<file path="config.mk">
export PLATFORM = sky130hd
export DESIGN_NAME = dmc_host
export DESIGN_NICKNAME = d
export VERILOG_FILES = /design/src/rtl/dmc_pkg.sv /design/src/rtl/dmc_host.sv
export VERILOG_INCLUDE_DIRS = /design/src /design/src/rtl
export SDC_FILE = /design/constraint.sdc
export NUM_CORES = 1
export LEC_CHECK = 0
export ABC_CLOCK_PERIOD_IN_PS = 3200
export BUFFER_PORTS_ARGS = -buffer_cell sky130_fd_sc_hd__buf_2
export CAP_MARGIN = 20
export CORE_UTILIZATION = 56
export CTS_CLUSTER_DIAMETER = 200
export DETAILED_ROUTE_END_ITERATION = 7
export GPL_ROUTABILITY_DRIVEN = 0
export PLACE_DENSITY = 0.8
export SKIP_LAST_GASP = 1
export SLEW_MARGIN = 10
export SYNTH_ARGS = -nofsm -noshare
export SYNTH_HDL_FRONTEND = slang
export SYNTH_SLANG_ARGS = --single-unit
</file>
<file path="constraint.sdc">
create_clock -name MCLK -period 3.2 [get_ports MCLK]
set_input_delay 0.64 -clock MCLK [delete_from_list [all_inputs] [get_ports MCLK]]
set_output_delay 0.64 -clock MCLK [all_outputs]
set_load 0.05 [all_outputs]
</file>
<file path="src/rtl/dmc_cfg.svh">
/*
  Offsets, field positions, reset values, mode register codes and timing
  counts for the DDR3 calibration-read and DLL-switch controller.
  Assumes DDR3 command encoding and mode register layout of the attached part.
*/
`ifndef DMC_CFG_SVH
`define DMC_CFG_SVH
// apb register offsets
`define DMC_A_CTRL     12'h000
`define DMC_A_STAT     12'h004
// field positions
`define DMC_F_ERR      3
// operations written to the control register
`define DMC_OP_CAL     2'h1
`define DMC_OP_OFF     2'h2
`define DMC_OP_ON      2'h3
// reset value of the half-period divider: 4 x 25 ns half period, 200 ns CK
`define DMC_DIV_RST    8'h04
// command codes {cs_n, ras_n, cas_n, we_n}
`define DMC_C_DES      4'h8
`define DMC_C_NOP      4'h7
`define DMC_C_MRS      4'h0
`define DMC_C_REF      4'h1
`define DMC_C_RD       4'h5
// mode register values
`define DMC_MR0_CL6    14'h0020
`define DMC_MR0_CLMSK  14'h0074
`define DMC_MR0_OTF    14'h0001
`define DMC_MR0_DLLRST 14'h0100
`define DMC_MR1_DLLOFF 14'h0001
`define DMC_MR2_CWL6   14'h0008
`define DMC_MR2_CWLMSK 14'h0038
`define DMC_MR3_CAL    14'h0004
// timing counts in CK cycles
`define DMC_T_MOD      16'h000c
`define DMC_T_MRD      16'h0004
`define DMC_T_CKSRE    16'h0005
`define DMC_T_CKSRX    16'h0005
// capture window after a calibration read: AL+CL plus burst plus margin
`define DMC_T_RDWIN    16'h0010
`endif

</file>
<file path="src/rtl/dmc_pkg.sv">
/*
  Types of the DDR3 calibration-read and DLL-switch controller.
  Assumes the constants of dmc_cfg.svh.
*/
package dmc_pkg;
  typedef enum logic [3:0] {
    ST_IDLE, ST_M3ON, ST_RD, ST_M3OFF, ST_MR1OFF, ST_SRE, ST_FRQ,
    ST_SRX, ST_MR1ON, ST_DLLRST, ST_MR0, ST_MR2, ST_END
  } dmc_state_e;

  typedef struct packed {
    logic        cke;
    logic        cs_n;
    logic        ras_n;
    logic        cas_n;
    logic        we_n;
    logic        odt;
    logic [2:0]  ba;
    logic [13:0] addr;
  } dmc_pins_s;

  typedef struct packed {
    dmc_state_e  state;
    logic        ck;
    logic        ck_n;
    logic [7:0]  divcnt;
    logic [7:0]  div;
    logic [7:0]  newdiv;
    logic [15:0] wait_c;
    logic [15:0] lock_c;
    dmc_pins_s   pins;
    logic        iss;
    logic [1:0]  dq_s1;
    logic [1:0]  dq_s2;
    logic        dqs_s1;
    logic        dqs_s2;
    logic        dqs_d;
    logic        cap;
    logic [3:0]  beats;
    logic [7:0]  dl;
    logic [7:0]  du;
    logic        busy;
    logic        dll_on;
    logic        locked;
    logic        cal_on;
    logic        err;
    logic [1:0]  op;
    logic        chop;
    logic        half;
    logic        otf;
    logic        pready;
    logic        pslverr;
    logic [31:0] prdata;
  } dmc_st_s;
endpackage

</file>
<file path="src/rtl/dmc_host.sv">
/*
  DDR3 controller slice: calibration pattern reads and DLL on/off switching
  through self-refresh, ordered over an APB slave.
  Assumes the device sits on the command pins, CK is made here by a divider
  of MCLK, DQ and DQS come in asynchronously and are synchronised.
*/
// Contract
// RULE1: device puts calibration bits on bit 0 of both byte lanes
// RULE2: device repeats bit 0 on lines 7..1 or drives them zero
// RULE3: calibration read is issued with column bits 1:0 at zero
// RULE4: eight-beat calibration read keeps address bit 2 zero; beats come 0..7
// RULE5: chopped read returns beats 0..3 for A2 zero, 4..7 for A2 one
// RULE6: A12 selects chop on the fly only when MR0 enables it
// RULE7: device ignores bank bits and other column bits in calibration reads
// RULE8: calibration reads use ordinary read latency and command timing
// RULE9: no calibration read before the DLL is locked
// RULE10: beat 0 is the LSB, beat 7 the MSB of the pattern
// RULE11: location 00 returns alternating 0,1 pattern
// RULE12: NOP registers no command; running operations continue
// RULE13: deselect executes no command; running operations continue
// RULE14: MR1 A0 one disables the DLL until written back to zero
// RULE15: DLL-off mode runs with CL 6 and CWL 6
// RULE16: in DLL-off the read strobe starts at AL+CL-1
// RULE17: DLL off: MR1 A0, tMOD, self-refresh, tCKSRE, new clock, tCKSRX
// RULE18: after exit keep CKE high and ODT low until tMOD passes
// RULE19: after exit wait tXS, reprogram mode registers, then tMOD
// RULE20: DLL on: self-refresh, new clock, tCKSRX, CKE high, ODT low
// RULE21: DLL on: tXS, clear MR1 A0, tMRD, MR0 A8 reset, tMRD, reprogram
// RULE22: after DLL reset wait tMOD, tDLLK before locked-DLL commands
// RULE23: calibration mode is entered by MR3 A2 one with banks idle
// RULE24: device treats read with auto-precharge as plain read in this mode
// RULE25: strobe preamble and postamble as for an array read
`include "dmc_cfg.svh"
`timescale 1ns/1ps
`default_nettype none
module dmc_host
  import dmc_pkg::*;
#(
  parameter logic [15:0] TXS_NCK   = 16'h0200,
  parameter logic [15:0] TDLLK_NCK = 16'h0200
) (
  input  wire logic        MCLK,    // system clock, 40 MHz
  input  wire logic        RST,     // synchronous reset, active high
  input  wire logic        PSEL,    // apb select
  input  wire logic        PENABLE, // apb access phase
  input  wire logic        PWRITE,  // apb direction
  input  wire logic [11:0] PADDR,   // apb byte address
  input  wire logic [31:0] PWDATA,  // apb write data
  output logic      [31:0] PRDATA,  // apb read data
  output logic             PREADY,  // apb ready
  output logic             PSLVERR, // apb error, unmapped address
  output logic             CK,      // memory clock
  output logic             CK_N,    // memory clock complement
  output logic             CKE,     // clock enable
  output logic             CS_N,    // chip select
  output logic             RAS_N,   // row strobe
  output logic             CAS_N,   // column strobe
  output logic             WE_N,    // write enable
  output logic      [2:0]  BA,      // bank address
  output logic      [13:0] ADDR,    // address
  output logic             ODT,     // termination control
  input  wire logic [15:0] DQ_IN,   // read data from device
  input  wire logic        DQS_IN   // read strobe from device, lower lane
);
  dmc_st_s    st_ff;
  dmc_st_s    nxt_st;
  logic       tick;
  logic       refuse;
  logic [2:0] idx;
  logic [3:0] blen;
  logic [1:0] wop;

  localparam dmc_st_s ST_RST = '{state: ST_IDLE, div: `DMC_DIV_RST, dll_on: 1'b1,
                                 locked: 1'b1, ck_n: 1'b1,
                                 pins: '{cke: 1'b1, cs_n: 1'b1, ras_n: 1'b1,
                                         cas_n: 1'b1, we_n: 1'b1, default: '0},
                                 default: '0};

  function automatic dmc_pins_s mk(input logic cke, input logic [3:0] c,
                                   input logic [2:0] ba, input logic [13:0] a);
    dmc_pins_s p;
    p.cke   = cke;
    {p.cs_n, p.ras_n, p.cas_n, p.we_n} = c;
    p.odt   = 1'b0; // RULE18 RULE20
    p.ba    = ba;
    p.addr  = a;
    return p;
  endfunction

  function automatic logic is_cmd(input dmc_pins_s p, input logic [3:0] c);
    return {p.cs_n, p.ras_n, p.cas_n, p.we_n} == c;
  endfunction

  // commands change at the CK falling edge so the device sees them stable
  assign tick = st_ff.ck && (st_ff.divcnt == 8'h00);
  assign wop  = PWDATA[1:0];
  assign idx  = st_ff.beats[2:0] | {st_ff.chop & st_ff.half, 2'b00}; // RULE5 RULE10
  assign blen = st_ff.chop ? 4'h4 : 4'h8;
  assign refuse = st_ff.busy
      || (wop == `DMC_OP_CAL && (!st_ff.locked || !st_ff.dll_on // RULE9
          || (PWDATA[2] && !PWDATA[4]) || (PWDATA[3] && !PWDATA[2]))) // RULE4 RULE6
      || (wop == `DMC_OP_OFF && (!st_ff.dll_on || PWDATA[15:8] == 8'h00))
      || (wop == `DMC_OP_ON && (st_ff.dll_on || PWDATA[15:8] == 8'h00));

  always_comb begin
    nxt_st        = st_ff;
    nxt_st.iss    = 1'b0;
    nxt_st.pready = 1'b0;
    if (st_ff.divcnt == 8'h00) begin
      nxt_st.ck     = ~st_ff.ck;
      nxt_st.ck_n   = st_ff.ck;
      nxt_st.divcnt = st_ff.div - 8'h01;
    end else begin
      nxt_st.divcnt = st_ff.divcnt - 8'h01;
    end
    // only bit 0 of each lane carries the pattern; upper lines may be copies
    nxt_st.dq_s1  = {DQ_IN[8], DQ_IN[0]}; // RULE1 RULE2
    nxt_st.dq_s2  = st_ff.dq_s1;
    nxt_st.dqs_s1 = DQS_IN;
    nxt_st.dqs_s2 = st_ff.dqs_s1;
    nxt_st.dqs_d  = st_ff.dqs_s2;
    // each strobe edge in the window is one beat until blen beats are in; preamble must hold low
    if (st_ff.cap && (st_ff.dqs_s2 != st_ff.dqs_d) && st_ff.beats < blen) begin // RULE25
      nxt_st.dl[idx] = st_ff.dq_s2[0];
      nxt_st.du[idx] = st_ff.dq_s2[1];
      nxt_st.beats   = st_ff.beats + 4'h1;
    end
    if (tick && st_ff.lock_c != 16'h0000) begin
      nxt_st.lock_c = st_ff.lock_c - 16'h0001;
      if (st_ff.lock_c == 16'h0001) begin
        nxt_st.locked = 1'b1; // RULE22
      end
    end
    if (tick) begin
      // idle uses deselect, inside a sequence nop fills the gaps
      nxt_st.pins = mk(st_ff.pins.cke, st_ff.busy ? `DMC_C_NOP : `DMC_C_DES,
                       3'h0, 14'h0000); // RULE12 RULE13
      if (st_ff.wait_c != 16'h0000) begin
        nxt_st.wait_c = st_ff.wait_c - 16'h0001;
      end else begin
        unique case (st_ff.state)
          ST_IDLE: begin
          end
          ST_M3ON: begin
            nxt_st.pins   = mk(1'b1, `DMC_C_MRS, 3'h3, `DMC_MR3_CAL); // RULE23
            nxt_st.iss    = 1'b1;
            nxt_st.cal_on = 1'b1;
            nxt_st.wait_c = `DMC_T_MOD - 16'h0001;
            nxt_st.state  = ST_RD;
          end
          ST_RD: begin
            nxt_st.pins   = mk(1'b1, `DMC_C_RD, 3'h0,
                               {1'b0, ~st_ff.chop, 9'h000, st_ff.half, 2'b00}); // RULE3 RULE4
            nxt_st.iss    = 1'b1;
            nxt_st.cap    = 1'b1;
            nxt_st.beats  = 4'h0;
            nxt_st.wait_c = `DMC_T_RDWIN - 16'h0001; // RULE8 RULE16
            nxt_st.state  = ST_M3OFF;
          end
          ST_M3OFF: begin
            nxt_st.cap    = 1'b0;
            nxt_st.pins   = mk(1'b1, `DMC_C_MRS, 3'h3, 14'h0000);
            nxt_st.iss    = 1'b1;
            nxt_st.cal_on = 1'b0;
            nxt_st.wait_c = `DMC_T_MOD - 16'h0001;
            nxt_st.state  = ST_END;
          end
          ST_MR1OFF: begin
            nxt_st.pins   = mk(1'b1, `DMC_C_MRS, 3'h1, `DMC_MR1_DLLOFF); // RULE17
            nxt_st.iss    = 1'b1;
            nxt_st.dll_on = 1'b0;
            nxt_st.locked = 1'b0;
            nxt_st.wait_c = `DMC_T_MOD - 16'h0001;
            nxt_st.state  = ST_SRE;
          end
          ST_SRE: begin
            nxt_st.pins   = mk(1'b0, `DMC_C_REF, 3'h0, 14'h0000); // RULE17 RULE20
            nxt_st.iss    = 1'b1;
            nxt_st.wait_c = `DMC_T_CKSRE - 16'h0001;
            nxt_st.state  = ST_FRQ;
          end
          ST_FRQ: begin
            // tCKSRX is counted on the new clock
            nxt_st.div    = st_ff.newdiv;
            nxt_st.wait_c = `DMC_T_CKSRX - 16'h0001; // RULE17 RULE20
            nxt_st.state  = ST_SRX;
          end
          ST_SRX: begin
            nxt_st.pins   = mk(1'b1, `DMC_C_NOP, 3'h0, 14'h0000);
            nxt_st.iss    = 1'b1;
            nxt_st.wait_c = TXS_NCK - 16'h0001; // RULE19 RULE21
            nxt_st.state  = (st_ff.op == `DMC_OP_ON) ? ST_MR1ON : ST_MR0;
          end
          ST_MR1ON: begin
            nxt_st.pins   = mk(1'b1, `DMC_C_MRS, 3'h1, 14'h0000); // RULE21
            nxt_st.iss    = 1'b1;
            nxt_st.dll_on = 1'b1;
            nxt_st.wait_c = `DMC_T_MRD - 16'h0001;
            nxt_st.state  = ST_DLLRST;
          end
          ST_DLLRST: begin
            nxt_st.pins   = mk(1'b1, `DMC_C_MRS, 3'h0,
                               `DMC_MR0_CL6 | `DMC_MR0_DLLRST); // RULE21
            nxt_st.iss    = 1'b1;
            nxt_st.lock_c = TDLLK_NCK; // RULE22
            nxt_st.wait_c = `DMC_T_MRD - 16'h0001;
            nxt_st.state  = ST_MR0;
          end
          ST_MR0: begin
            nxt_st.pins   = mk(1'b1, `DMC_C_MRS, 3'h0, `DMC_MR0_CL6
                               | (st_ff.otf ? `DMC_MR0_OTF : 14'h0000)); // RULE15 RULE19
            nxt_st.iss    = 1'b1;
            nxt_st.wait_c = `DMC_T_MRD - 16'h0001;
            nxt_st.state  = ST_MR2;
          end
          ST_MR2: begin
            nxt_st.pins   = mk(1'b1, `DMC_C_MRS, 3'h2, `DMC_MR2_CWL6); // RULE15
            nxt_st.iss    = 1'b1;
            nxt_st.wait_c = `DMC_T_MOD - 16'h0001; // RULE19 RULE22
            nxt_st.state  = ST_END;
          end
          ST_END: begin
            nxt_st.busy  = 1'b0;
            nxt_st.state = ST_IDLE;
          end
        endcase
      end
    end
    // answer one cycle after the access phase opens
    if (PSEL && PENABLE && !st_ff.pready) begin
      nxt_st.pready  = 1'b1;
      nxt_st.pslverr = 1'b0;
      nxt_st.prdata  = 32'h0000_0000;
      unique case (PADDR)
        `DMC_A_CTRL: nxt_st.prdata = {16'h0000, st_ff.newdiv, 3'b000, st_ff.otf,
                                      st_ff.half, st_ff.chop, st_ff.op};
        `DMC_A_STAT: nxt_st.prdata = {8'h00, st_ff.du, st_ff.dl, 3'b000, st_ff.cal_on,
                                      st_ff.err, st_ff.locked, st_ff.dll_on, st_ff.busy};
        default:     nxt_st.pslverr = 1'b1;
      endcase
    end
    // writes act on the edge where the master sees ready
    if (PSEL && PENABLE && st_ff.pready && PWRITE) begin
      if (PADDR == `DMC_A_STAT && PWDATA[`DMC_F_ERR]) begin
        nxt_st.err = 1'b0;
      end
      if (PADDR == `DMC_A_CTRL && wop != 2'h0) begin
        if (refuse) begin
          nxt_st.err = 1'b1;
        end else begin
          nxt_st.op     = wop;
          nxt_st.chop   = PWDATA[2];
          nxt_st.half   = PWDATA[3];
          nxt_st.otf    = PWDATA[4];
          nxt_st.newdiv = PWDATA[15:8];
          nxt_st.busy   = 1'b1;
          nxt_st.wait_c = 16'h0000;
          if (wop == `DMC_OP_CAL) begin
            nxt_st.dl    = 8'h00;
            nxt_st.du    = 8'h00;
            nxt_st.state = ST_M3ON;
          end else begin
            nxt_st.state = (wop == `DMC_OP_OFF) ? ST_MR1OFF : ST_SRE;
          end
        end
      end
    end
  end

  always_ff @(posedge MCLK) begin
    if (RST) begin
      st_ff <= ST_RST;
    end else begin
      st_ff <= nxt_st;
    end
  end

  assign PRDATA  = st_ff.prdata;
  assign PREADY  = st_ff.pready;
  assign PSLVERR = st_ff.pslverr;
  assign CK      = st_ff.ck;
  assign CK_N    = st_ff.ck_n;
  assign CKE     = st_ff.pins.cke;
  assign CS_N    = st_ff.pins.cs_n;
  assign RAS_N   = st_ff.pins.ras_n;
  assign CAS_N   = st_ff.pins.cas_n;
  assign WE_N    = st_ff.pins.we_n;
  assign BA      = st_ff.pins.ba;
  assign ADDR    = st_ff.pins.addr;
  assign ODT     = st_ff.pins.odt;

  // checking aids: CK cycles since the last mode register set and since exit
  logic [15:0] gap_ff;
  logic [15:0] xs_ff;
  logic        cke_ff;
  always_ff @(posedge MCLK) begin
    if (RST) begin
      gap_ff <= 16'hffff;
      xs_ff  <= 16'hffff;
      cke_ff <= 1'b1;
    end else begin
      cke_ff <= st_ff.pins.cke;
      if (st_ff.iss && is_cmd(st_ff.pins, `DMC_C_MRS)) begin
        gap_ff <= 16'h0000;
      end else if (tick && gap_ff != 16'hffff) begin
        gap_ff <= gap_ff + 16'h0001;
      end
      if (st_ff.pins.cke && !cke_ff) begin
        xs_ff <= 16'h0000;
      end else if (tick && xs_ff != 16'hffff) begin
        xs_ff <= xs_ff + 16'h0001;
      end
    end
  end
endmodule
`default_nettype wire

</file>
==> impl_metrics.json <==
{
  "seqCellArea_mm2": 0.00272,
  "ys_types": 63,
  "yosysSeqAreaShare": 0.410,
  "cts_resized": 0,
  "final_cells": 976,
  "crit_arrival_ns": 2.79,
  "dp.final_hpwl_um": 10800,
  "fillers": 936,
  "nets": 893,
  "synth_top_area_cell": "dfxtp_1",
  "post-route-period-util": 0.778,
  "total_power_uw": 4340,
  "cts_root_buf": "clkbuf_16",
  "via_count": 5853,
  "synth-simple-area-share": 0.253,
  "power_density_mw_per_mm2": 589,
  "initial_core_util": 0.579,
  "r2r-end": "st_ff[119]",
  "antenna_found_initial": 0,
  "max_freq_ghz": 0.402,
  "crit_start": "PADDR[5]",
  "viasPerCell": 6.00,
  "synthTopCellsByArea": "dfxtp_1, nor2_1, buf_4",
  "clk_latency_ns": 0.42,
  "period_needed_ns": 2.49,
  "grt_pass1_vias": 5502,
  "die_y_um": 111,
  "yosysWarnings": 0,
  "placed_cell_area_mm2": 0.00681,
  "p_leak_uw": 0.00304,
  "synthToLayoutAreaGrowth_pct": 11.2,
  "worstPathMaxFanout": 10,
  "synth_area_per_cell_um2": 8.43,
  "synth_edf_count": 0,
  "tightest_slew_ns": 0.853,
  "tns_ns": 0,
  "synth-main-ff-cell": "dfxtp_1",
  "post-route-drc-count": 0,
  "wl_um": 15500,
  "die-area_mm2": 0.0123,
  "cts_tree": "built",
  "synth_compound_gate_area_share": 0.145,
  "maxSlewViolCount": 0,
  "dp.cells": 944,
  "synth.area.mux_share": 0.0498,
  "drv_cap": 0,
  "final_area_mm2": 0.00738,
  "dp_slack_ns": 0.294,
  "synthXorXnorAreaFrac": 0.0356,
  "pin_count": 125,
  "io_buffers": 70,
  "syn-instance-count": 787,
  "grt-ovfl-total": 0,
  "drive_gt1_frac": 0.155,
  "dr.pass1.iters": 6,
  "min_from": "DQS_IN",
  "r2r_cells": 7,
  "hold_viol_final": 0,
  "start_kind": "input pin",
  "synth_top_family_by_area": "simple AND/OR/NAND/NOR gates",
  "cts.path.max_buffers": 2,
  "worst-setup-path-type": "input pin to register",
  "gr-usage-all-layers": 0.261,
  "r2r_start": "st_ff[112]",
  "ys_seq_elements": 136,
  "crit_path_end_kind": "register",
  "setup_ws_ns": 0.710,
  "synth_top_area_frac": 0.410,
  "core_area_mm2": 0.0115,
  "multi_input_area_mm2": 0.00338,
  "grt_pass1_wl_um": 26000,
  "ant_nets": 0,
  "min_path_type": "input pin to register",
  "clk_pin_slew_ns": 0.06,
  "crit_required_ns": 3.50,
  "cts_buffers": 17,
  "yosysMostFrequentCell": "dfxtp_1",
  "ctsHoldBuffers": 0,
  "status": "completed",
  "synth_fa_ha_area_frac": 0.0132,
  "cts.sinks": 136,
  "crit_end": "st_ff[135]",
  "relSlewSlack": 0.426,
  "dr.first_iter.drc_count": 457,
  "std_cell_rows": 39,
  "rsz0062_at_grt": "no",
  "peakVddDrop_v": 0.000525,
  "post_cts_buffers": 0,
  "setup_viol": 0,
  "ys_top_cells_by_count": "dfxtp_1, nor2_1, a21oi_1, buf_4, nand2_1",
  "diodes": 0,
  "htreeDepth": 4,
  "grt_max_degree": 35,
  "finClkSkew_ns": 0.00753,
  "async_flop_share": 0,
  "wl_per_cell_um": 15.8,
  "r2r_setup_slack_ns": 0.77,
  "netlist_area_mm2": 0.00664,
  "die_w_um": 111
}
power breakdown:
part           total [uW]  switching [uW]  internal (uW)
clock                1850             718           1130
sequential           1840            75.7           1760
combinational         661             451            210
total                4340            1240           3100
cells by family after synthesis:
logic type	after synthesis
muxes	33
buffers and inverters	106
xor gates and xnor gates	27
and+or+nand+nor	330
adders and majority gates	7
other	1
DFF	136
AOI/OAI and AO/OA	147
worst min-delay path by stage:
stage / cells past startpoint / endpoint / slack, ns
after floorplan: 1 / nxt_st[65] / 0.41
after global placement: 1 / nxt_st[65] / 0.43
after detailed placement: 1 / nxt_st[65] / 0.43
after CTS: 2 / nxt_st[66] / 0.42
after global routing: 2 / nxt_st[66] / 0.42
final: 2 / nxt_st[66] / 0.43
worst max-delay path, stage by stage:
cell and delay [ns]:
buf_2 0.09, or4_1 0.60, or4_1 0.55, a211o_1 0.42, buf_4 0.25, mux2i_1 0.19, nor2_1 0.05
per-layer routing:
layer / up-vias / share of wire / track usage
li1: 2820 / - / -
met1: 2753 / 0.43 / 0.318
met2: 245 / 0.48 / 0.424
met3: 35 / 0.069 / 0.0776
met4: 0 / 0.023 / 0.115
met5: - / 0 / 0
final cells by class:
class / count / share of cell area
tap: 143 / 0.0242
multi-input combinational: 565 / 0.458
inverter: 13 / 0.00661
clock buffer: 22 / 0.0643
clock inverter: 10 / 0.0129
timing repair buffer: 87 / 0.0648
sequential: 136 / 0.369
sequential cells by signal (all words and copies together), names as in the netlist:
signal and flops:
ADDR 6, BA 2, CAS_N 1, CK 1, CKE 1, CK_N 1, CS_N 1, PRDATA 21
PREADY 1, PSLVERR 1, RAS_N 1, WE_N 1, nxt_st 4, st_ff 94
metrics by stage:
step	utilization	hold WS [ns]
after floorplan	-	0.414
after global placement	0.594	0.427
after detailed placement	0.594	0.433
after CTS	0.643	0.421
after global routing	0.643	0.421
final	0.643	0.429
placed cells by master (no fill, tap or decap), types with 10 or more instances in the layout:
master | synthesis | routed
xnor2_1 | 15 | 15
a21oi_1 | 54 | 54
nor2b_1 | 13 | 13
buf_2 | 4 | 70
or3_1 | 15 | 15
buf_4 | 52 | 17
nor2_1 | 107 | 107
mux2i_1 | 33 | 33
conb_1 | 1 | 21
a221oi_1 | 13 | 13
inv_1 | 13 | 13
nand3_1 | 25 | 25
nand4_1 | 14 | 14
nor4_1 | 16 | 15
xor2_1 | 12 | 12
nor3_1 | 39 | 39
nand2_1 | 46 | 46
dfxtp_1 | 136 | 136
clkbuf_16 | 0 | 17
a211oi_1 | 10 | 10
nand2b_1 | 16 | 16
o21ai_0 | 18 | 18
Note: power is estimated with default switching activity, not from simulation.
